--- src/rtl/sfsr_map.vh ---
// Constants for the serial flash status register block: opcodes, bit fields,
// operation kinds and reset values.
// Assumes inclusion by bare name from rtl/ files; definitions only.
`ifndef SFSR_MAP_VH
`define SFSR_MAP_VH

// ----------------------------------------------------------------------------
// Command opcodes
// ----------------------------------------------------------------------------
`define SFSR_OP_REG_WRITE     8'h01
`define SFSR_OP_PAGE_PROG     8'h02
`define SFSR_OP_WRITE_DIS     8'h04
`define SFSR_OP_READ_STAT     8'h05
`define SFSR_OP_WRITE_EN      8'h06
`define SFSR_OP_READ_STAT2    8'h07
`define SFSR_OP_SECT_ERASE4K  8'h20
`define SFSR_OP_CLEAR_STAT    8'h30
`define SFSR_OP_ARRAY_ERASE_A 8'h60
`define SFSR_OP_ERASE_SUSP    8'h75
`define SFSR_OP_PROG_SUSP     8'h85
`define SFSR_OP_ARRAY_ERASE_B 8'hC7
`define SFSR_OP_SECT_ERASE    8'hD8
`define SFSR_OP_SOFT_RESET    8'hF0

// ----------------------------------------------------------------------------
// Status and configuration bit positions
// ----------------------------------------------------------------------------
`define SFSR_ST_LOCK          7
`define SFSR_ST_PROG_ERR      6
`define SFSR_ST_ERASE_ERR     5
`define SFSR_ST_RANGE_HI      4
`define SFSR_ST_RANGE_LO      2
`define SFSR_ST_WEL           1
`define SFSR_ST_BUSY          0
`define SFSR_CF_VOLATILITY    3
`define SFSR_CF_FREEZE        0

// ----------------------------------------------------------------------------
// Bit counts of command frames
// ----------------------------------------------------------------------------
`define SFSR_BITS_OPCODE      6'h08
`define SFSR_BITS_WR1         6'h10
`define SFSR_BITS_WR2         6'h18
`define SFSR_BITS_ADDR        6'h20
`define SFSR_BITS_SAT         6'h3F

// ----------------------------------------------------------------------------
// Operation kinds and reset values
// ----------------------------------------------------------------------------
`define SFSR_KIND_NONE        2'h0
`define SFSR_KIND_PROG        2'h1
`define SFSR_KIND_ERASE       2'h2
`define SFSR_KIND_WHOLE       2'h3
`define SFSR_RANGE_VOL_RST    3'h7
`define SFSR_RANGE_SHIP       3'h0
`define SFSR_STAT2_VALUE      8'h00

`endif

--- src/rtl/sfsr_top.v ---
// Status register bank of a serial flash: serial command front end, the
// status byte, protection checks and the handshake to the array engine.
// Assumes SPI mode 0 on the pins, sampled by clk_i well above the link rate,
// and an external array engine that runs program and erase operations.
`include "sfsr_map.vh"

module sfsr_top (
  input  wire        clk_i,           // System clock, 100 MHz
  input  wire        srst_i,          // Synchronous reset (power-up/hardware)
  input  wire        sck_i,           // Serial clock pin
  input  wire        cs_n_i,          // Chip select pin, active low
  input  wire        mosi_i,          // Serial data in pin
  input  wire        wp_n_i,          // Write-protect pin, active low
  input  wire        op_done_i,       // Engine: operation finished pulse
  input  wire        op_fail_i,       // Engine: failure qualifier with done
  input  wire        addr_protected_i,// Engine: op_addr_o lies in locked area
  output reg         miso_o,          // Serial data out
  output reg         miso_oe_n_o,     // Data out enable, low while driving
  output reg         op_start_o,      // Start pulse to array engine
  output reg  [1:0]  op_kind_o,       // Kind of started operation
  output reg  [23:0] op_addr_o,       // Target address of operation
  output reg         op_suspend_o,    // Suspend pulse to array engine
  output reg         op_abort_o,      // Abort pulse on software reset while an operation is outstanding
  output reg  [7:0]  status_o,        // Copy of the status byte
  output reg  [1:0]  config_o         // Volatility select, freeze
);

  // ----------------------------------------------------------------------------
  // Pin synchronisers
  // ----------------------------------------------------------------------------
  wire sck_s;
  wire cs_n_s;
  wire mosi_s;
  wire wp_n_s;

  sfsr_sync u_sync_sck (
    .clk_i     (clk_i),
    .srst_i    (srst_i),
    .rst_val_i (1'b0),
    .pin_i     (sck_i),
    .level_o   (sck_s)
  );
  sfsr_sync u_sync_cs (
    .clk_i     (clk_i),
    .srst_i    (srst_i),
    .rst_val_i (1'b1),
    .pin_i     (cs_n_i),
    .level_o   (cs_n_s)
  );
  sfsr_sync u_sync_mosi (
    .clk_i     (clk_i),
    .srst_i    (srst_i),
    .rst_val_i (1'b0),
    .pin_i     (mosi_i),
    .level_o   (mosi_s)
  );
  sfsr_sync u_sync_wp (
    .clk_i     (clk_i),
    .srst_i    (srst_i),
    .rst_val_i (1'b1),
    .pin_i     (wp_n_i),
    .level_o   (wp_n_s)
  );

  // ----------------------------------------------------------------------------
  // State
  // ----------------------------------------------------------------------------
  reg        sck_d;          // Previous filtered clock level
  reg        cs_n_d;         // Previous filtered select level
  reg [5:0]  bit_cnt;        // Bits in this frame, saturating
  reg [2:0]  out_pos;        // Bit position of the read-out byte
  reg [7:0]  shift_in;       // Incoming bits
  reg [7:0]  opcode;         // Latched command
  reg [23:0] addr_sh;        // Address collector
  reg [15:0] wdata;          // Register-write data collector
  reg [7:0]  out_sh;         // Read-out shifter
  reg        lock_bit;       // Status write lock
  reg        prog_err;       // Program error flag
  reg        erase_err;      // Erase error flag
  reg [2:0]  range_bits;     // Protection range
  reg        write_enable_latch;            // Write enable latch
  reg        busy;           // Busy flag
  reg        vol_sel;        // Protection volatility select
  reg        freeze;         // Range freeze
  reg        op_run;         // Engine operation outstanding
  reg [1:0]  run_kind;       // Kind of outstanding operation
  reg        susp_pend;      // Suspend issued, waiting for engine

  wire       sck_rise = sck_s & ~sck_d;
  wire       sck_fall = ~sck_s & sck_d;
  wire       cs_rise  = cs_n_s & ~cs_n_d;
  wire       cs_act   = ~cs_n_s;
  wire [7:0] opc_now  = {shift_in[6:0], mosi_s};
  wire [7:0] stat_now = {lock_bit, prog_err, erase_err, range_bits, write_enable_latch, busy};
  wire [7:0] stat2_now = `SFSR_STAT2_VALUE; // Second status byte, fixed value
  wire       any_err  = prog_err | erase_err;

  // Commands that may pass while busy
  wire busy_ok = (opcode == `SFSR_OP_READ_STAT) || (opcode == `SFSR_OP_READ_STAT2) ||
                 (opcode == `SFSR_OP_ERASE_SUSP) || (opcode == `SFSR_OP_PROG_SUSP) ||
                 (opcode == `SFSR_OP_CLEAR_STAT) || (opcode == `SFSR_OP_SOFT_RESET);
  // Command is executed at select release with at least an opcode
  wire exec     = cs_rise && (bit_cnt >= `SFSR_BITS_OPCODE) && (!busy || busy_ok);
  wire exec_one = exec && (bit_cnt == `SFSR_BITS_OPCODE);
  wire sw_reset = exec_one && (opcode == `SFSR_OP_SOFT_RESET);
  wire is_read  = (opcode == `SFSR_OP_READ_STAT) || (opcode == `SFSR_OP_READ_STAT2);
  wire hw_lock  = lock_bit & ~wp_n_s;

  // ----------------------------------------------------------------------------
  // Serial front end
  // ----------------------------------------------------------------------------
  // Edges are found on filtered levels so one-cycle glitches on the pins never count
  always @(posedge clk_i) begin
    if (srst_i) begin
      sck_d       <= 1'b0;
      cs_n_d      <= 1'b1;
      bit_cnt     <= 6'h00;
      out_pos     <= 3'h0;
      shift_in    <= 8'h00;
      opcode      <= 8'h00;
      addr_sh     <= 24'h000000;
      wdata       <= 16'h0000;
      out_sh      <= 8'h00;
      miso_o      <= 1'b0;
      miso_oe_n_o <= 1'b1;
    end else begin
      sck_d  <= sck_s;
      cs_n_d <= cs_n_s;
      if (!cs_act) begin
        bit_cnt     <= 6'h00;
        out_pos     <= 3'h0;
        miso_oe_n_o <= 1'b1;
      end else if (sck_rise) begin
        shift_in <= opc_now;
        if (bit_cnt != `SFSR_BITS_SAT) begin
          bit_cnt <= bit_cnt + 6'h01;
        end
        if (bit_cnt == 6'h07) begin
          opcode <= opc_now;
        end
        if ((bit_cnt >= `SFSR_BITS_OPCODE) && (bit_cnt < `SFSR_BITS_ADDR)) begin
          addr_sh <= {addr_sh[22:0], mosi_s};
        end
        if ((bit_cnt >= `SFSR_BITS_OPCODE) && (bit_cnt < `SFSR_BITS_WR2)) begin
          wdata <= {wdata[14:0], mosi_s};
        end
      end else if (sck_fall && (bit_cnt >= `SFSR_BITS_OPCODE) && is_read) begin
        // Each byte reloads the live status, so polling sees busy drop
        out_pos     <= out_pos + 3'h1;
        miso_oe_n_o <= 1'b0;
        if (out_pos == 3'h0) begin
          if (opcode == `SFSR_OP_READ_STAT) begin
            out_sh <= {stat_now[6:0], 1'b0};
            miso_o <= stat_now[7];
          end else begin
            out_sh <= {stat2_now[6:0], 1'b0};
            miso_o <= stat2_now[7];
          end
        end else begin
          out_sh <= {out_sh[6:0], 1'b0};
          miso_o <= out_sh[7];
        end
      end
    end
  end

  // ----------------------------------------------------------------------------
  // Status and configuration bits, engine handshake
  // ----------------------------------------------------------------------------
  // Command effects come first; engine results follow so a flag that the
  // engine sets in the same cycle as a clear-status still survives
  always @(posedge clk_i) begin
    if (srst_i) begin
      lock_bit     <= 1'b0;
      prog_err     <= 1'b0;
      erase_err    <= 1'b0;
      range_bits   <= `SFSR_RANGE_SHIP;
      write_enable_latch          <= 1'b0;
      busy         <= 1'b0;
      vol_sel      <= 1'b0;
      freeze       <= 1'b0;
      op_run       <= 1'b0;
      run_kind     <= `SFSR_KIND_NONE;
      susp_pend    <= 1'b0;
      op_start_o   <= 1'b0;
      op_kind_o    <= `SFSR_KIND_NONE;
      op_addr_o    <= 24'h000000;
      op_suspend_o <= 1'b0;
      op_abort_o   <= 1'b0;
    end else begin
      op_start_o   <= 1'b0;
      op_suspend_o <= 1'b0;
      op_abort_o   <= 1'b0;
      if (exec) begin
        case (opcode)
          `SFSR_OP_WRITE_EN: begin
            if (bit_cnt == `SFSR_BITS_OPCODE) begin
              write_enable_latch <= 1'b1;
            end
          end
          `SFSR_OP_WRITE_DIS: begin
            if (bit_cnt == `SFSR_BITS_OPCODE) begin
              write_enable_latch <= 1'b0;
            end
          end
          `SFSR_OP_CLEAR_STAT: begin
            prog_err  <= 1'b0;
            erase_err <= 1'b0;
            if (any_err) begin
              busy <= 1'b0;
            end
          end
          `SFSR_OP_REG_WRITE: begin
            // Rejected without a latch or under pin lock; flags are untouched
            if (write_enable_latch && !hw_lock && ((bit_cnt == `SFSR_BITS_WR1) ||
                                    (bit_cnt == `SFSR_BITS_WR2))) begin
              if (bit_cnt == `SFSR_BITS_WR1) begin
                lock_bit <= wdata[`SFSR_ST_LOCK];
                if (!freeze) begin
                  range_bits <= wdata[`SFSR_ST_RANGE_HI:`SFSR_ST_RANGE_LO];
                end
              end else begin
                lock_bit <= wdata[8 + `SFSR_ST_LOCK];
                if (!freeze) begin
                  range_bits <= wdata[8 + `SFSR_ST_RANGE_HI:8 + `SFSR_ST_RANGE_LO];
                end
                // Volatility is one-time: it may only go from 0 to 1
                vol_sel <= vol_sel | wdata[`SFSR_CF_VOLATILITY];
                freeze  <= freeze | wdata[`SFSR_CF_FREEZE];
              end
              write_enable_latch <= 1'b0;
            end
          end
          `SFSR_OP_PAGE_PROG, `SFSR_OP_SECT_ERASE, `SFSR_OP_SECT_ERASE4K: begin
            if (write_enable_latch && (bit_cnt >= `SFSR_BITS_ADDR)) begin
              busy      <= 1'b1;
              op_addr_o <= addr_sh;
              if (addr_protected_i) begin
                // Refused; the error keeps busy high until clear-status or software reset
                if (opcode == `SFSR_OP_PAGE_PROG) begin
                  prog_err <= 1'b1;
                end else begin
                  erase_err <= 1'b1;
                end
              end else begin
                op_start_o <= 1'b1;
                op_run     <= 1'b1;
                if (opcode == `SFSR_OP_PAGE_PROG) begin
                  op_kind_o <= `SFSR_KIND_PROG;
                  run_kind  <= `SFSR_KIND_PROG;
                end else begin
                  op_kind_o <= `SFSR_KIND_ERASE;
                  run_kind  <= `SFSR_KIND_ERASE;
                end
              end
            end
          end
          `SFSR_OP_ARRAY_ERASE_A, `SFSR_OP_ARRAY_ERASE_B: begin
            // Any protection makes the whole-array erase a silent no-op
            if (write_enable_latch && (bit_cnt == `SFSR_BITS_OPCODE) && (range_bits == 3'h0)) begin
              busy       <= 1'b1;
              op_start_o <= 1'b1;
              op_run     <= 1'b1;
              op_kind_o  <= `SFSR_KIND_WHOLE;
              run_kind   <= `SFSR_KIND_WHOLE;
              op_addr_o  <= 24'h000000;
            end
          end
          `SFSR_OP_ERASE_SUSP: begin
            if (op_run && !any_err && !susp_pend && (run_kind != `SFSR_KIND_PROG)) begin
              op_suspend_o <= 1'b1;
              susp_pend    <= 1'b1;
            end
          end
          `SFSR_OP_PROG_SUSP: begin
            if (op_run && !any_err && !susp_pend && (run_kind == `SFSR_KIND_PROG)) begin
              op_suspend_o <= 1'b1;
              susp_pend    <= 1'b1;
            end
          end
          `SFSR_OP_SOFT_RESET: begin
            if (sw_reset) begin
              write_enable_latch        <= 1'b0;
              prog_err   <= 1'b0;
              erase_err  <= 1'b0;
              busy       <= 1'b0;
              freeze     <= 1'b0;
              op_run     <= 1'b0;
              susp_pend  <= 1'b0;
              op_abort_o <= op_run;
              if (vol_sel) begin
                range_bits <= `SFSR_RANGE_VOL_RST;
              end
            end
          end
          default: begin
          end
        endcase
      end
      // Engine result; a software reset in the same cycle discards it
      if (op_run && op_done_i && !sw_reset) begin
        op_run    <= 1'b0;
        susp_pend <= 1'b0;
        if (op_fail_i) begin
          // Flag rises while busy is still high and busy then holds
          if (run_kind == `SFSR_KIND_PROG) begin
            prog_err <= 1'b1;
          end else begin
            erase_err <= 1'b1;
          end
        end else begin
          busy <= 1'b0;
          if (!susp_pend) begin
            write_enable_latch <= 1'b0;
          end
        end
      end
    end
  end

  // ----------------------------------------------------------------------------
  // Registered copies for the outputs
  // ----------------------------------------------------------------------------
  always @(posedge clk_i) begin
    if (srst_i) begin
      status_o <= 8'h00;
      config_o <= 2'h0;
    end else begin
      status_o <= stat_now;
      config_o <= {vol_sel, freeze};
    end
  end
endmodule // sfsr_top

--- src/rtl/sfsr_sync.v ---
// Three-stage synchroniser with agreement filter for one pin input.
// Assumes the pin is asynchronous to clk_i; output moves only when the
// second and third stages agree.
module sfsr_sync (
  input  wire clk_i,   // System clock
  input  wire srst_i,  // Synchronous reset, active high
  input  wire rst_val_i, // Level shown during reset (tie to a constant)
  input  wire pin_i,   // Asynchronous pin level
  output reg  level_o  // Filtered level
);
  reg s1;
  reg s2;
  reg s3;

  // ----------------------------------------------------------------------------
  // Stages and filter
  // ----------------------------------------------------------------------------
  // First stage feeds only the second, keeping metastability out of logic
  always @(posedge clk_i) begin
    if (srst_i) begin
      s1      <= rst_val_i;
      s2      <= rst_val_i;
      s3      <= rst_val_i;
      level_o <= rst_val_i;
    end else begin
      s1 <= pin_i;
      s2 <= s1;
      s3 <= s2;
      if (s2 == s3) begin
        level_o <= s3;
      end
    end
  end
endmodule // sfsr_sync

--- config.mk ---
export PLATFORM = sky130hd
export DESIGN_NAME = sfsr_top
export DESIGN_NICKNAME = d
export VERILOG_FILES = /design/src/rtl/sfsr_top.v /design/src/rtl/sfsr_sync.v
export VERILOG_INCLUDE_DIRS = /design/src /design/src/rtl
export SDC_FILE = /design/constraint.sdc
export NUM_CORES = 1
export LEC_CHECK = 0
export BUFFER_PORTS_ARGS = -buffer_cell sky130_fd_sc_hd__buf_2
export CAP_MARGIN = 20
export CORE_UTILIZATION = 35
export CTS_BUF_LIST = sky130_fd_sc_hd__clkbuf_8
export DETAILED_ROUTE_END_ITERATION = 10
export PLACE_DENSITY = 0.51
export SYNTH_ARGS = -nofsm -noshare
export SYNTH_HDL_FRONTEND = slang
export SYNTH_HIERARCHICAL = 1
export SYNTH_SLANG_ARGS = --single-unit
--- constraint.sdc ---
create_clock -name clk_i -period 2.85 [get_ports clk_i]
set_input_delay 0.285 -clock clk_i [delete_from_list [all_inputs] [get_ports clk_i]]
set_output_delay 0.285 -clock clk_i [all_outputs]
set_load 0.005 [all_outputs]
==> results of run 1 <==
per-layer routing:
metal	vias up	wire length, um	GRT usage, %
li1	2323	-	-
met1	2170	6540	21.2
met2	83	6210	25.0
met3	17	546	4.86
met4	0	219	6.27
met5	-	0	0
registers in the layout, indices dropped and copies added (netlist names), 2 cells and up:
| signal | flops |
|---|---|
| addr_sh | 24 |
| bit_cnt | 6 |
| config_o | 2 |
| op_addr_o | 24 |
| opcode | 8 |
| out_pos | 3 |
| out_sh | 7 |
| range_bits | 3 |
| run_kind | 2 |
| shift_in | 7 |
| status_o | 8 |
| wdata | 16 |
power by group through the flow:
stage               combinational [mW]  clock (mW)  sequential [mW]
floorplan                       0.0868           0             2.08
global placement                 0.119           0             2.09
detailed placement               0.123           0             2.10
CTS                              0.123        1.82             2.05
global route                     0.137        1.91             2.05
finish                           0.123        1.77             2.05
synth_stat cells, drive strengths merged, types with 3 or more instances:
library cell  number
nand3b             3
and3               3
or4b               3
a31oi              5
a21oi             59
xor2               9
nand4              5
and2               3
nor2              37
inv               29
a211oi             8
or3                6
nor3               9
dfxtp            138
nor4b              3
xnor2              3
nand2b             8
or2                3
a22o              24
buf               21
nand2            113
o32a               3
a22oi              7
mux2i             12
edfxtp             4
or3b               3
nand3              7
nor3b              3
o21ai             20
nor2b             13
mux2               3
nor4              10
clkbuf            17
ha                 4
or4                3
worst paths after layout:
path / startpoint / end / depth (start not counted)
hold / removal: mosi_i / u_sync_mosi/s1 / 3
hold reg to reg: u_sync_wp/s1 / u_sync_wp/s2 / 2
setup / recovery: opcode[0] / op_addr_o[7] / 6
setup reg to reg: opcode[0] / op_addr_o[7] / 6
cell families after synthesis:
logic type / after synthesis / synth area share (%)
XOR/XNOR: 12 / 1.79
other: 2 / 0.128
AND/OR/NAND/NOR: 243 / 21.7
AO/OA/AOI/OAI: 151 / 18.3
buffers and inverters: 67 / 5.34
adder cells (fa/ha/maj): 4 / 0.854
multiplexers: 15 / 2.63
flip-flops: 142 / 49.2
worst max-delay path: stages (launching register included):
cell and delay, ns:
dfxtp_1 0.55, or4b_4 0.56, nor2_2 0.24, o31a_2 0.27, a31oi_4 0.10, buf_4 0.27, a22o_1 0.26
stage by stage:
stage / cells / util, % / hold slack, ns / setup WS (ns) / power (mW)
2_1_floorplan: 638 / - / 0.385 / 0.807 / 2.17
3_3_place_gp: 879 / 39.1 / 0.420 / 0.460 / 2.21
3_5_place_dp: 879 / 39.1 / 0.429 / 0.493 / 2.22
4_1_cts: 911 / 41.8 / 0.0446 / 0.453 / 3.99
5_1_grt: 911 / 41.8 / 0.0558 / 0.257 / 4.10
6_report: 911 / 41.8 / 0.0749 / 0.472 / 3.94
layout make-up:
class,instances,area (um2),share of cell area (%)
Clock buffer,17,234,3.47
Clock inverter,15,203,3.01
Inverter,29,109,1.62
Multi-Input combinational cell,429,2690,39.9
Sequential cell,142,2880,42.8
Tap cell,216,270,4.01
Timing Repair Buffer,63,353,5.24
==> results by group, run 1 <==
Clock network
  – CTS Buf Count: 17
  – Clk slew on worst S/H paths: 0.08 ns
  – Hold-fix buffers, CTS: 0
  – Cts repair resizes: 0
  – H-tree depth: 4
  – Root buf cell: clkbuf_8
  – Clk Latency, worst-skew pair: 0.44 ns
  – CTS tree: yes
  – Setup Buffers After CTS: 0
  – CTS Buffer Depth: 2
  – CTS sink cnt: 142

STA
  – Slew headroom: 35.5%
  – RSZ-0062 raised after global routing: no
  – Tcrit/Tclk final: 83.5%
  – Final slew viol count: 0
  – Setup TNS: 0 ns
  – Final setup violation count: 0
  – Final critical-path required period: 2.38 ns
  – Worst Tran Pin Value: 0.967 ns
  – Final hold viol count: 0
  – Final setup skew: 0.0129 ns
  – Max Fclk: 420 MHz

Placement
  – Detailed placer's ending HPWL: 9.37 mm
  – Port buffer count: 49
  – Area post-placement: 6300 um2
  – Routability Congestion: 0.856

Logic synthesis
  – Top FF cell, synth: dfxtp_1
  – Syn_area_per_cell: 9.21 um2
  – Sequential element share of the synthesized area: 49.2%
  – Flip-flop and latch count after synthesis: 142
  – Synth Warn #: 6
  – Post-synth top area share: 47.1%
  – Library cells used by synthesis: 79
  – Cells after Synth: 636
  – Post-synth EDFFs: 4
  – Async SR Flop Fraction: 0%
  – Cell taking the most area after synthesis: dfxtp_1
  – Synthesized area: 5860 um2
  – Synth area leaders: dfxtp_1 47%, nand2_1 7.0%, a21oi_1 5.0%, a22o_1 3.6%, nor2_1 2.3%

Pwr
  – Comb power frac: 3.1%
  – Sequential share of power: 52.0%
  – PwrDens: 585 nW/um2
  – Sw power: 0.847 mW
  – Clock Power Share: 44.9%
  – Peak supply drop: 330 uV
  – Internal power: 3.09 mW
  – Switching share of power: 21.5%
  – P_leak: 2.47 nW

Worst setup path
  – WS Path Type: reg -> reg
  – Crit end category: flop
  – R2r setup slk: 0.47 ns
  – CP Launch Type: flop
  – Critical Path Fanout Max: 24
  – Crit path DAT: 2.71 ns
  – Worst EP required: 3.18 ns

Route
  – Post-DR wirelength/cell: 14.8 um
  – Routed Antenna Nets: 0
  – Drt pass-1 iters: 4
  – Drt via density: 5.04
  – Post-Route WL: 13.5 mm
  – DRC viols: 0
  – Routed via count: 4593
  – First DRT Iteration DRCs: 203

Floorplanning
  – Die height: 131 um
  – Rows: 46
  – Starting Density: 36.4%
  – Die extent in x: 131 um
  – Die ar.: 17300 um2
  – Top Ports: 50
  – Total core area: 16100 um2

GRT
  – Global-route wire length before repair: 22.2 mm
  – Antenna violations before repair: 0
  – Total congestion overflow: 0
  – Gr usage total: 16.2%
  – Vias in the first global route: 4291
  – Largest net degree at the start of global routing: 96

Run status
  – Outcome: complete, no violations

Layout
  – Syn-to-layout area delta: 14.9%
  – Commonest non-fill, non-tap cell in the layout: dfxtp_1
  – Number of fill cells: 1639
  – Share of post-route cells with drive strength above 1: 17.8%
  – # diodes: 0
  – Commonest non-fill, non-tap cells in the layout: 138 x dfxtp_1, 109 x nand2_1, 58 x a21oi_1
  – Final instance area: 6740 um2
  – Nets@finish: 695

Run
  – Max cap viols: 0

Hold path
  – Min-delay worst type: in -> reg
Note: power is estimated with default switching activity, not from simulation.
==> run 2, diff against run 1 <==
Clock period 2.85 ns to 2.26 ns, I/O delays scaled along.
==> run 2 against run 1 <==
Clock power increased by 38%. First-iteration DRC count increased by 65%. Worst hold slack improved by 0.060 ns. Die area stayed put.
==> results by group, run 2 (same netlist as run 1, synthesis figures left out) <==
STA
  – Tcrit/Tclk final: 94.4% (+11 points)
  – RSZ-0062 raised after global routing: no
  – Final setup violation count: 0 (unchanged)
  – Final critical-path required period: 2.13 ns (-0.245 ns)
  – Slew headroom: 60.8% (+25 points)
  – Worst Tran Pin Value: 0.580 ns (-0.387 ns)
  – Final hold viol count: 0 (unchanged)
  – Final slew viol count: 0 (unchanged)
  – Setup TNS: 0 ns (unchanged)
  – Final setup skew: 0.0134 ns (+0.000499 ns)
  – Max Fclk: 469 MHz (+11%)
  – Final setup margin: 0.127 ns (-0.345 ns)

Run
  – Max cap viols: 0 (unchanged)

Layout
  – Syn-to-layout area delta: 21.3%
  – Biggest regs: addr_sh: 24 flops, op_addr_o: 24 flops, wdata: 16 flops
  – Share of post-route cells with drive strength above 1: 22.2% (+4.4 points)
  – Commonest non-fill, non-tap cell in the layout: dfxtp_1
  – Number of fill cells: 1606 (-2.0%)
  – # diodes: 0 (unchanged)
  – Nets@finish: 730 (+5.0%)
  – Commonest non-fill, non-tap cells in the layout: 138 x dfxtp_1, 109 x nand2_1, 58 x a21oi_1
  – Final instance area: 7110 um2 (+5.5%)

Worst setup path
  – Crit end category: flop
  – Crit path DAT: 2.46 ns (-0.25 ns)
  – R2r setup slk: 0.13 ns (-0.35 ns)
  – CP Launch Type: flop
  – WS Path Type: reg -> reg
  – Worst EP required: 2.59 ns (-0.59 ns)
  – Critical Path Fanout Max: 7 (-71%)

Floorplanning
  – Die ar.: 17300 um2 (unchanged)
  – Total core area: 16100 um2 (unchanged)
  – Starting Density: 36.4% (unchanged)
  – Rows: 46 (unchanged)
  – Top Ports: 50 (unchanged)
  – Die extent in x: 131 um (unchanged)
  – Die height: 131 um (unchanged)

Run status
  – Outcome: complete, no violations

Clock network
  – Clk slew on worst S/H paths: 0.08 ns (about the same)
  – Clk Latency, worst-skew pair: 0.46 ns (+0.02 ns)
  – CTS tree: yes
  – CTS sink cnt: 142 (unchanged)
  – CTS Buffer Depth: 2 (unchanged)
  – Setup Buffers After CTS: 0 (unchanged)
  – CTS Buf Count: 17 (unchanged)
  – H-tree depth: 4 (unchanged)
  – Root buf cell: clkbuf_8

Route
  – Drt via density: 4.98 (-1.3%)
  – DRC viols: 0 (unchanged)
  – Drt pass-1 iters: 5 (+1)
  – Routed via count: 4709 (+2.5%)
  – Post-Route WL: 13.8 mm (+2.3%)
  – First DRT Iteration DRCs: 335 (+65%)
  – Routed Antenna Nets: 0 (unchanged)
  – Post-DR wirelength/cell: 14.6 um (-1.5%)

GRT
  – Largest net degree at the start of global routing: 51 (-47%)
  – Total congestion overflow: 0 (unchanged)
  – Global-route wire length before repair: 22.6 mm (+1.8%)
  – Gr usage total: 16.6% (+0.37 points)
  – Vias in the first global route: 4426 (+3.1%)
  – Antenna violations before repair: 1 (+1)

Placement
  – Port buffer count: 49 (unchanged)
  – Detailed placer's ending HPWL: 9.96 mm (+6.3%)
  – Routability Congestion: 0.870 (+1.7%)
  – Post-place setup slack: 0.105 ns (-0.387 ns)
  – Area post-placement: 6570 um2 (+4.3%)

Pwr
  – Peak supply drop: 466 uV (+41%)
  – PwrDens: 730 nW/um2 (+25%)
  – P_leak: 2.68 nW (+8.7%)
  – Total power: 5.19 mW (+32%)

Hold path
  – Min-delay worst type: in -> reg
## run 2: metal layers
layer / share of wire, % / vias up / track usage [%] / routed length (um)
met5: 0 / - / 0 / 0
li1: - / 2392 / - / -
met1: 47 / 2205 / 20.8 / 6500
met4: 2.7 / 0 / 7.88 / 379
met2: 46 / 86 / 26.4 / 6370
met3: 4.1 / 26 / 4.32 / 563
## run 2: worst max-delay path, stage by stage, from the launching register on
cell and delay (ns):
dfxtp_1 0.45, or4b_4 0.55, nor2_2 0.24, or3_1 0.21, and4_4 0.25, mux2_1 0.33
## run 2: power breakdown
group | total (mW) | switching (mW) | internal [mW]
clock network | 2.44 | 0.989 | 1.45
registers | 2.58 | 0.0264 | 2.55
logic | 0.172 | 0.102 | 0.0697
## run 2: final timing paths
kind | from | endpoint | depth (start not counted)
setup reg to reg | opcode[0] | range_bits[2] | 5
hold / removal | op_done_i | erase_err | 4
hold reg to reg | u_sync_cs/s1 | u_sync_cs/s2 | 2
setup / recovery | opcode[0] | range_bits[2] | 5
## run 2: cell type report
cell class	instances	area (um2)	area share [%]
flip-flops and latches	142	2880	40.6
multi-input cells	429	2700	38.0
repair buffers	98	663	9.33
well taps	216	270	3.80
clock buffers	18	248	3.49
clock inverters	14	238	3.34
inverters	29	109	1.53
## run 2: stage by stage
stage | hold slack, ns | utilization, % | instances
floorplan | 0.326 | - | 638
global placement | 0.418 | 40.8 | 910
detailed placement | 0.433 | 40.8 | 910
CTS | 0.106 | 44.0 | 946
global route | 0.145 | 44.1 | 946
finish | 0.135 | 44.1 | 946
## run 2: timing repair
action,CTS,global route
hold endpoints to repair,4,0
resized for setup,0,2
setup endpoints to repair,0,6
hold buffers,4,0
==> run 3, diff against run 2 <==
Settings changed: ABC_AREA set to 1, CTS_CLUSTER_DIAMETER set to 120, PLACE_DENSITY 0.51 to 0.5.
==> run 3 against run 2 <==
Clock power fell by 25%. Sequential share of layout area grew 1.3 points. Non-clock buffer count down 27. Critical path depth grew 7. Critical endpoint is now op_addr_o[8]. Largest cell class unchanged.
==> results by group, run 3 <==
Floorplanning
  – Die ar.: 17600 um2 (+1.9%)
  – Total core area: 16600 um2 (+3.3%)
  – Die height: 133 um (+0.94%)
  – Starting Density: 35.9% (-0.47 points)
  – Die extent in x: 133 um (+0.94%)
  – Rows: 47 (+2.2%)
  – Top Ports: 50 (unchanged)

Layout
  – Share of post-route cells with drive strength above 1: 13.5% (-8.6 points)
  – # diodes: 0 (unchanged)
  – Final instance area: 6890 um2 (-3.1%)
  – Commonest non-fill, non-tap cell in the layout: nor2_1
  – Syn-to-layout area delta: 15.3%
  – Commonest non-fill, non-tap cells in the layout: 155 x nor2_1, 138 x dfxtp_1, 108 x nand2_1
  – Biggest regs: addr_sh: 24 flops, op_addr_o: 24 flops, wdata: 16 flops
  – Nets@finish: 894 (+22%)

Logic synthesis
  – Synth Warn #: 6 (unchanged)
  – Post-synth EDFFs: 4 (unchanged)
  – Cell taking the most area after synthesis: dfxtp_1
  – Most frequent cell after synthesis: nor2_1
  – Sequential element share of the synthesized area: 48.3% (-0.93 points)
  – Library cells used by synthesis: 39 (-51%)
  – Synth area leaders: dfxtp_1 46%, nor2_1 9.7%, nand2_1 6.8%, o21ai_0 6.6%, inv_1 6.4%
  – Cells after Synth: 821 (+29%)
  – Post-synth top cells: 155 x nor2_1, 138 x dfxtp_1, 108 x nand2_1
  – Post-synth top area share: 46.3% (-0.89 points)
  – Flip-flop and latch count after synthesis: 142 (unchanged)
  – Syn_area_per_cell: 7.28 um2 (-21%)
  – Top FF cell, synth: dfxtp_1
  – Async SR Flop Fraction: 0% (unchanged)
  – Synthesized area: 5970 um2 (+1.9%)

Route
  – Post-DR wirelength/cell: 12.1 um (-17%)
  – Routed Antenna Nets: 0 (unchanged)
  – DRC viols: 0 (unchanged)
  – Drt pass-1 iters: 5 (unchanged)
  – First DRT Iteration DRCs: 331 (-1.2%)
  – Routed via count: 5133 (+9.0%)
  – Drt via density: 4.61 (-7.4%)
  – Post-Route WL: 13.5 mm (-2.2%)

Run status
  – Outcome: complete, no violations

Worst setup path
  – Crit path max-delay family: simple AND/OR/NAND/NOR gates
  – Number of cells on the critical path: 12 (+7)
  – Worst EP required: 2.59 ns (about the same)
  – Critical Path Fanout Max: 24 (+17)
  – Max incr delay on CP: 0.37 ns (-0.18 ns)
  – WS Path Type: reg -> reg
  – CP Buf/Inv Count: 3 (+3)
  – Slowest CP cell: dfxtp_1
  – Crit end category: flop
  – Worst reg2reg path depth: 12 (+7)
  – CP dominant cell by count: nor2_1
  – Crit path DAT: 2.41 ns (-0.05 ns)
  – CP Launch Type: flop
  – CP cell instances: inv_1, nor2_1, nand3_1, nor2_1, nor2_2, nand2_4, nand2_4, clkinv_4, nand3_4, buf_4, o21ai_1, nor2_1

STA
  – Slew headroom: 56.5% (-4.3 points)
  – Final slew viol count: 0 (unchanged)
  – Final critical-path required period: 2.07 ns (-0.0611 ns)
  – RSZ-0062 raised after global routing: no
  – Tcrit/Tclk final: 91.7% (-2.7 points)
  – Worst Tran Pin Value: 0.651 ns (+0.0711 ns)
  – Max Fclk: 483 MHz (+2.9%)
  – Final hold viol count: 0 (unchanged)
  – Setup TNS: 0 ns (unchanged)
  – Final setup skew: 0.00805 ns (-0.00538 ns)
  – Final setup violation count: 0 (unchanged)

Clock network
  – Root buf cell: clkbuf_8
  – H-tree depth: 4 (unchanged)
  – Clk Latency, worst-skew pair: 0.44 ns (-0.02 ns)
  – Setup Buffers After CTS: 0 (unchanged)
  – CTS sink cnt: 142 (unchanged)
  – CTS tree: yes
  – Clk slew on worst S/H paths: 0.07 ns (about the same)
  – CTS Buffer Depth: 2 (unchanged)
  – CTS Buf Count: 17 (unchanged)

Placement
  – Detailed placer's ending HPWL: 9.53 mm (-4.3%)
  – Area post-placement: 6490 um2 (-1.2%)
  – Routability Congestion: 0.909 (+4.4%)
  – Port buffer count: 49 (unchanged)

GRT
  – Total congestion overflow: 0 (unchanged)
  – Gr usage total: 16.2% (-0.40 points)
  – Antenna violations before repair: 0 (-1)
  – Global-route wire length before repair: 22.5 mm (-0.52%)
  – Largest net degree at the start of global routing: 59 (+16%)
  – Vias in the first global route: 4594 (+3.8%)

Hold path
  – Worst Hold Depth: 4 (unchanged)
  – Min-delay worst type: in -> reg

Pwr
  – PwrDens: 667 nW/um2 (-8.7%)
  – Peak supply drop: 338 uV (-27%)
  – P_leak: 2.92 nW (+8.6%)

Run
  – Max cap viols: 0 (unchanged)
-- run 3: changes by cell type in the layout (fill, tap and decap cells not counted), sizes merged, moves of 24 or more --
cell / delta
buf: -27
nor2: +122
a22o: -24
o21ai: +81
inv: +85
nand3: +32
-- run 3: where the power goes --
part	internal [mW]	total (mW)	switching, mW
logic	0.0622	0.184	0.122
registers	2.56	2.59	0.0254
clock network	0.924	1.82	0.897
-- run 3: final cells by class --
| type | instances | area [um2] |
|---|---|---|
| clock buffers | 20 | 275 |
| multi-input cells | 538 | 2530 |
| clock inverters | 11 | 78.8 |
| repair buffers | 71 | 420 |
| fillers | 1797 | 9760 |
| inverters | 111 | 424 |
| flip-flops and latches | 142 | 2880 |
| well taps | 220 | 275 |
-- run 3: final timing paths --
kind                                     from             to  slack, ns
worst max-delay path                opcode[2]   op_addr_o[8]       0.19
worst min-delay path                op_done_i      susp_pend       0.11
worst max register to register      opcode[2]   op_addr_o[8]       0.19
worst min register to register  u_sync_sck/s1  u_sync_sck/s2       0.42
-- run 3: through the flow --
stage / setup slack [ns] / total power [mW] / cells / util, % / hold slack [ns]
global route: 0.00988 / 4.82 / 1113 / 41.4 / 0.118
finish: 0.188 / 4.59 / 1113 / 41.4 / 0.114
detailed placement: 0.182 / 2.83 / 1078 / 39.0 / 0.409
CTS: 0.170 / 4.67 / 1113 / 41.4 / 0.0793
global placement: 0.193 / 2.83 / 1078 / 39.0 / 0.401
floorplan: 0.637 / 2.77 / 823 / - / 0.329
-- run 3: cell families (layout without fill, tap and decap cells) --
family | Yosys count | count (layout) | synth area share, %
fa+ha+maj | 4 | 4 | 0.838
compound gates | 194 | 194 | 16.8
simple gates | 334 | 334 | 24.0
flops | 142 | 142 | 48.3
buf+inv | 143 | 213 | 9.68
other cells | 2 | 4 | 0.126
xor+xnor | 2 | 2 | 0.293
-- run 3: routing by layer --
layer,wire length [um],global-route usage [%],vias to the layer above
met5,0,0,-
met4,201,6.39,0
met3,512,4.60,17
met2,5660,23.7,91
met1,7140,22.4,2269
li1,-,-,2756
-- run 3: tightest hold or removal path: cells and delay by family --
family | cells | cell delay (ns)
buffers and inverters | 1 | 0.08
and+or+nand+nor | 3 | 0.20
-- run 3: timing repair --
action                     CTS  global route
gates resized for setup      0             0
hold endpoints to repair     4             0
setup endpoints to repair    0             0
hold buffers                 4             0
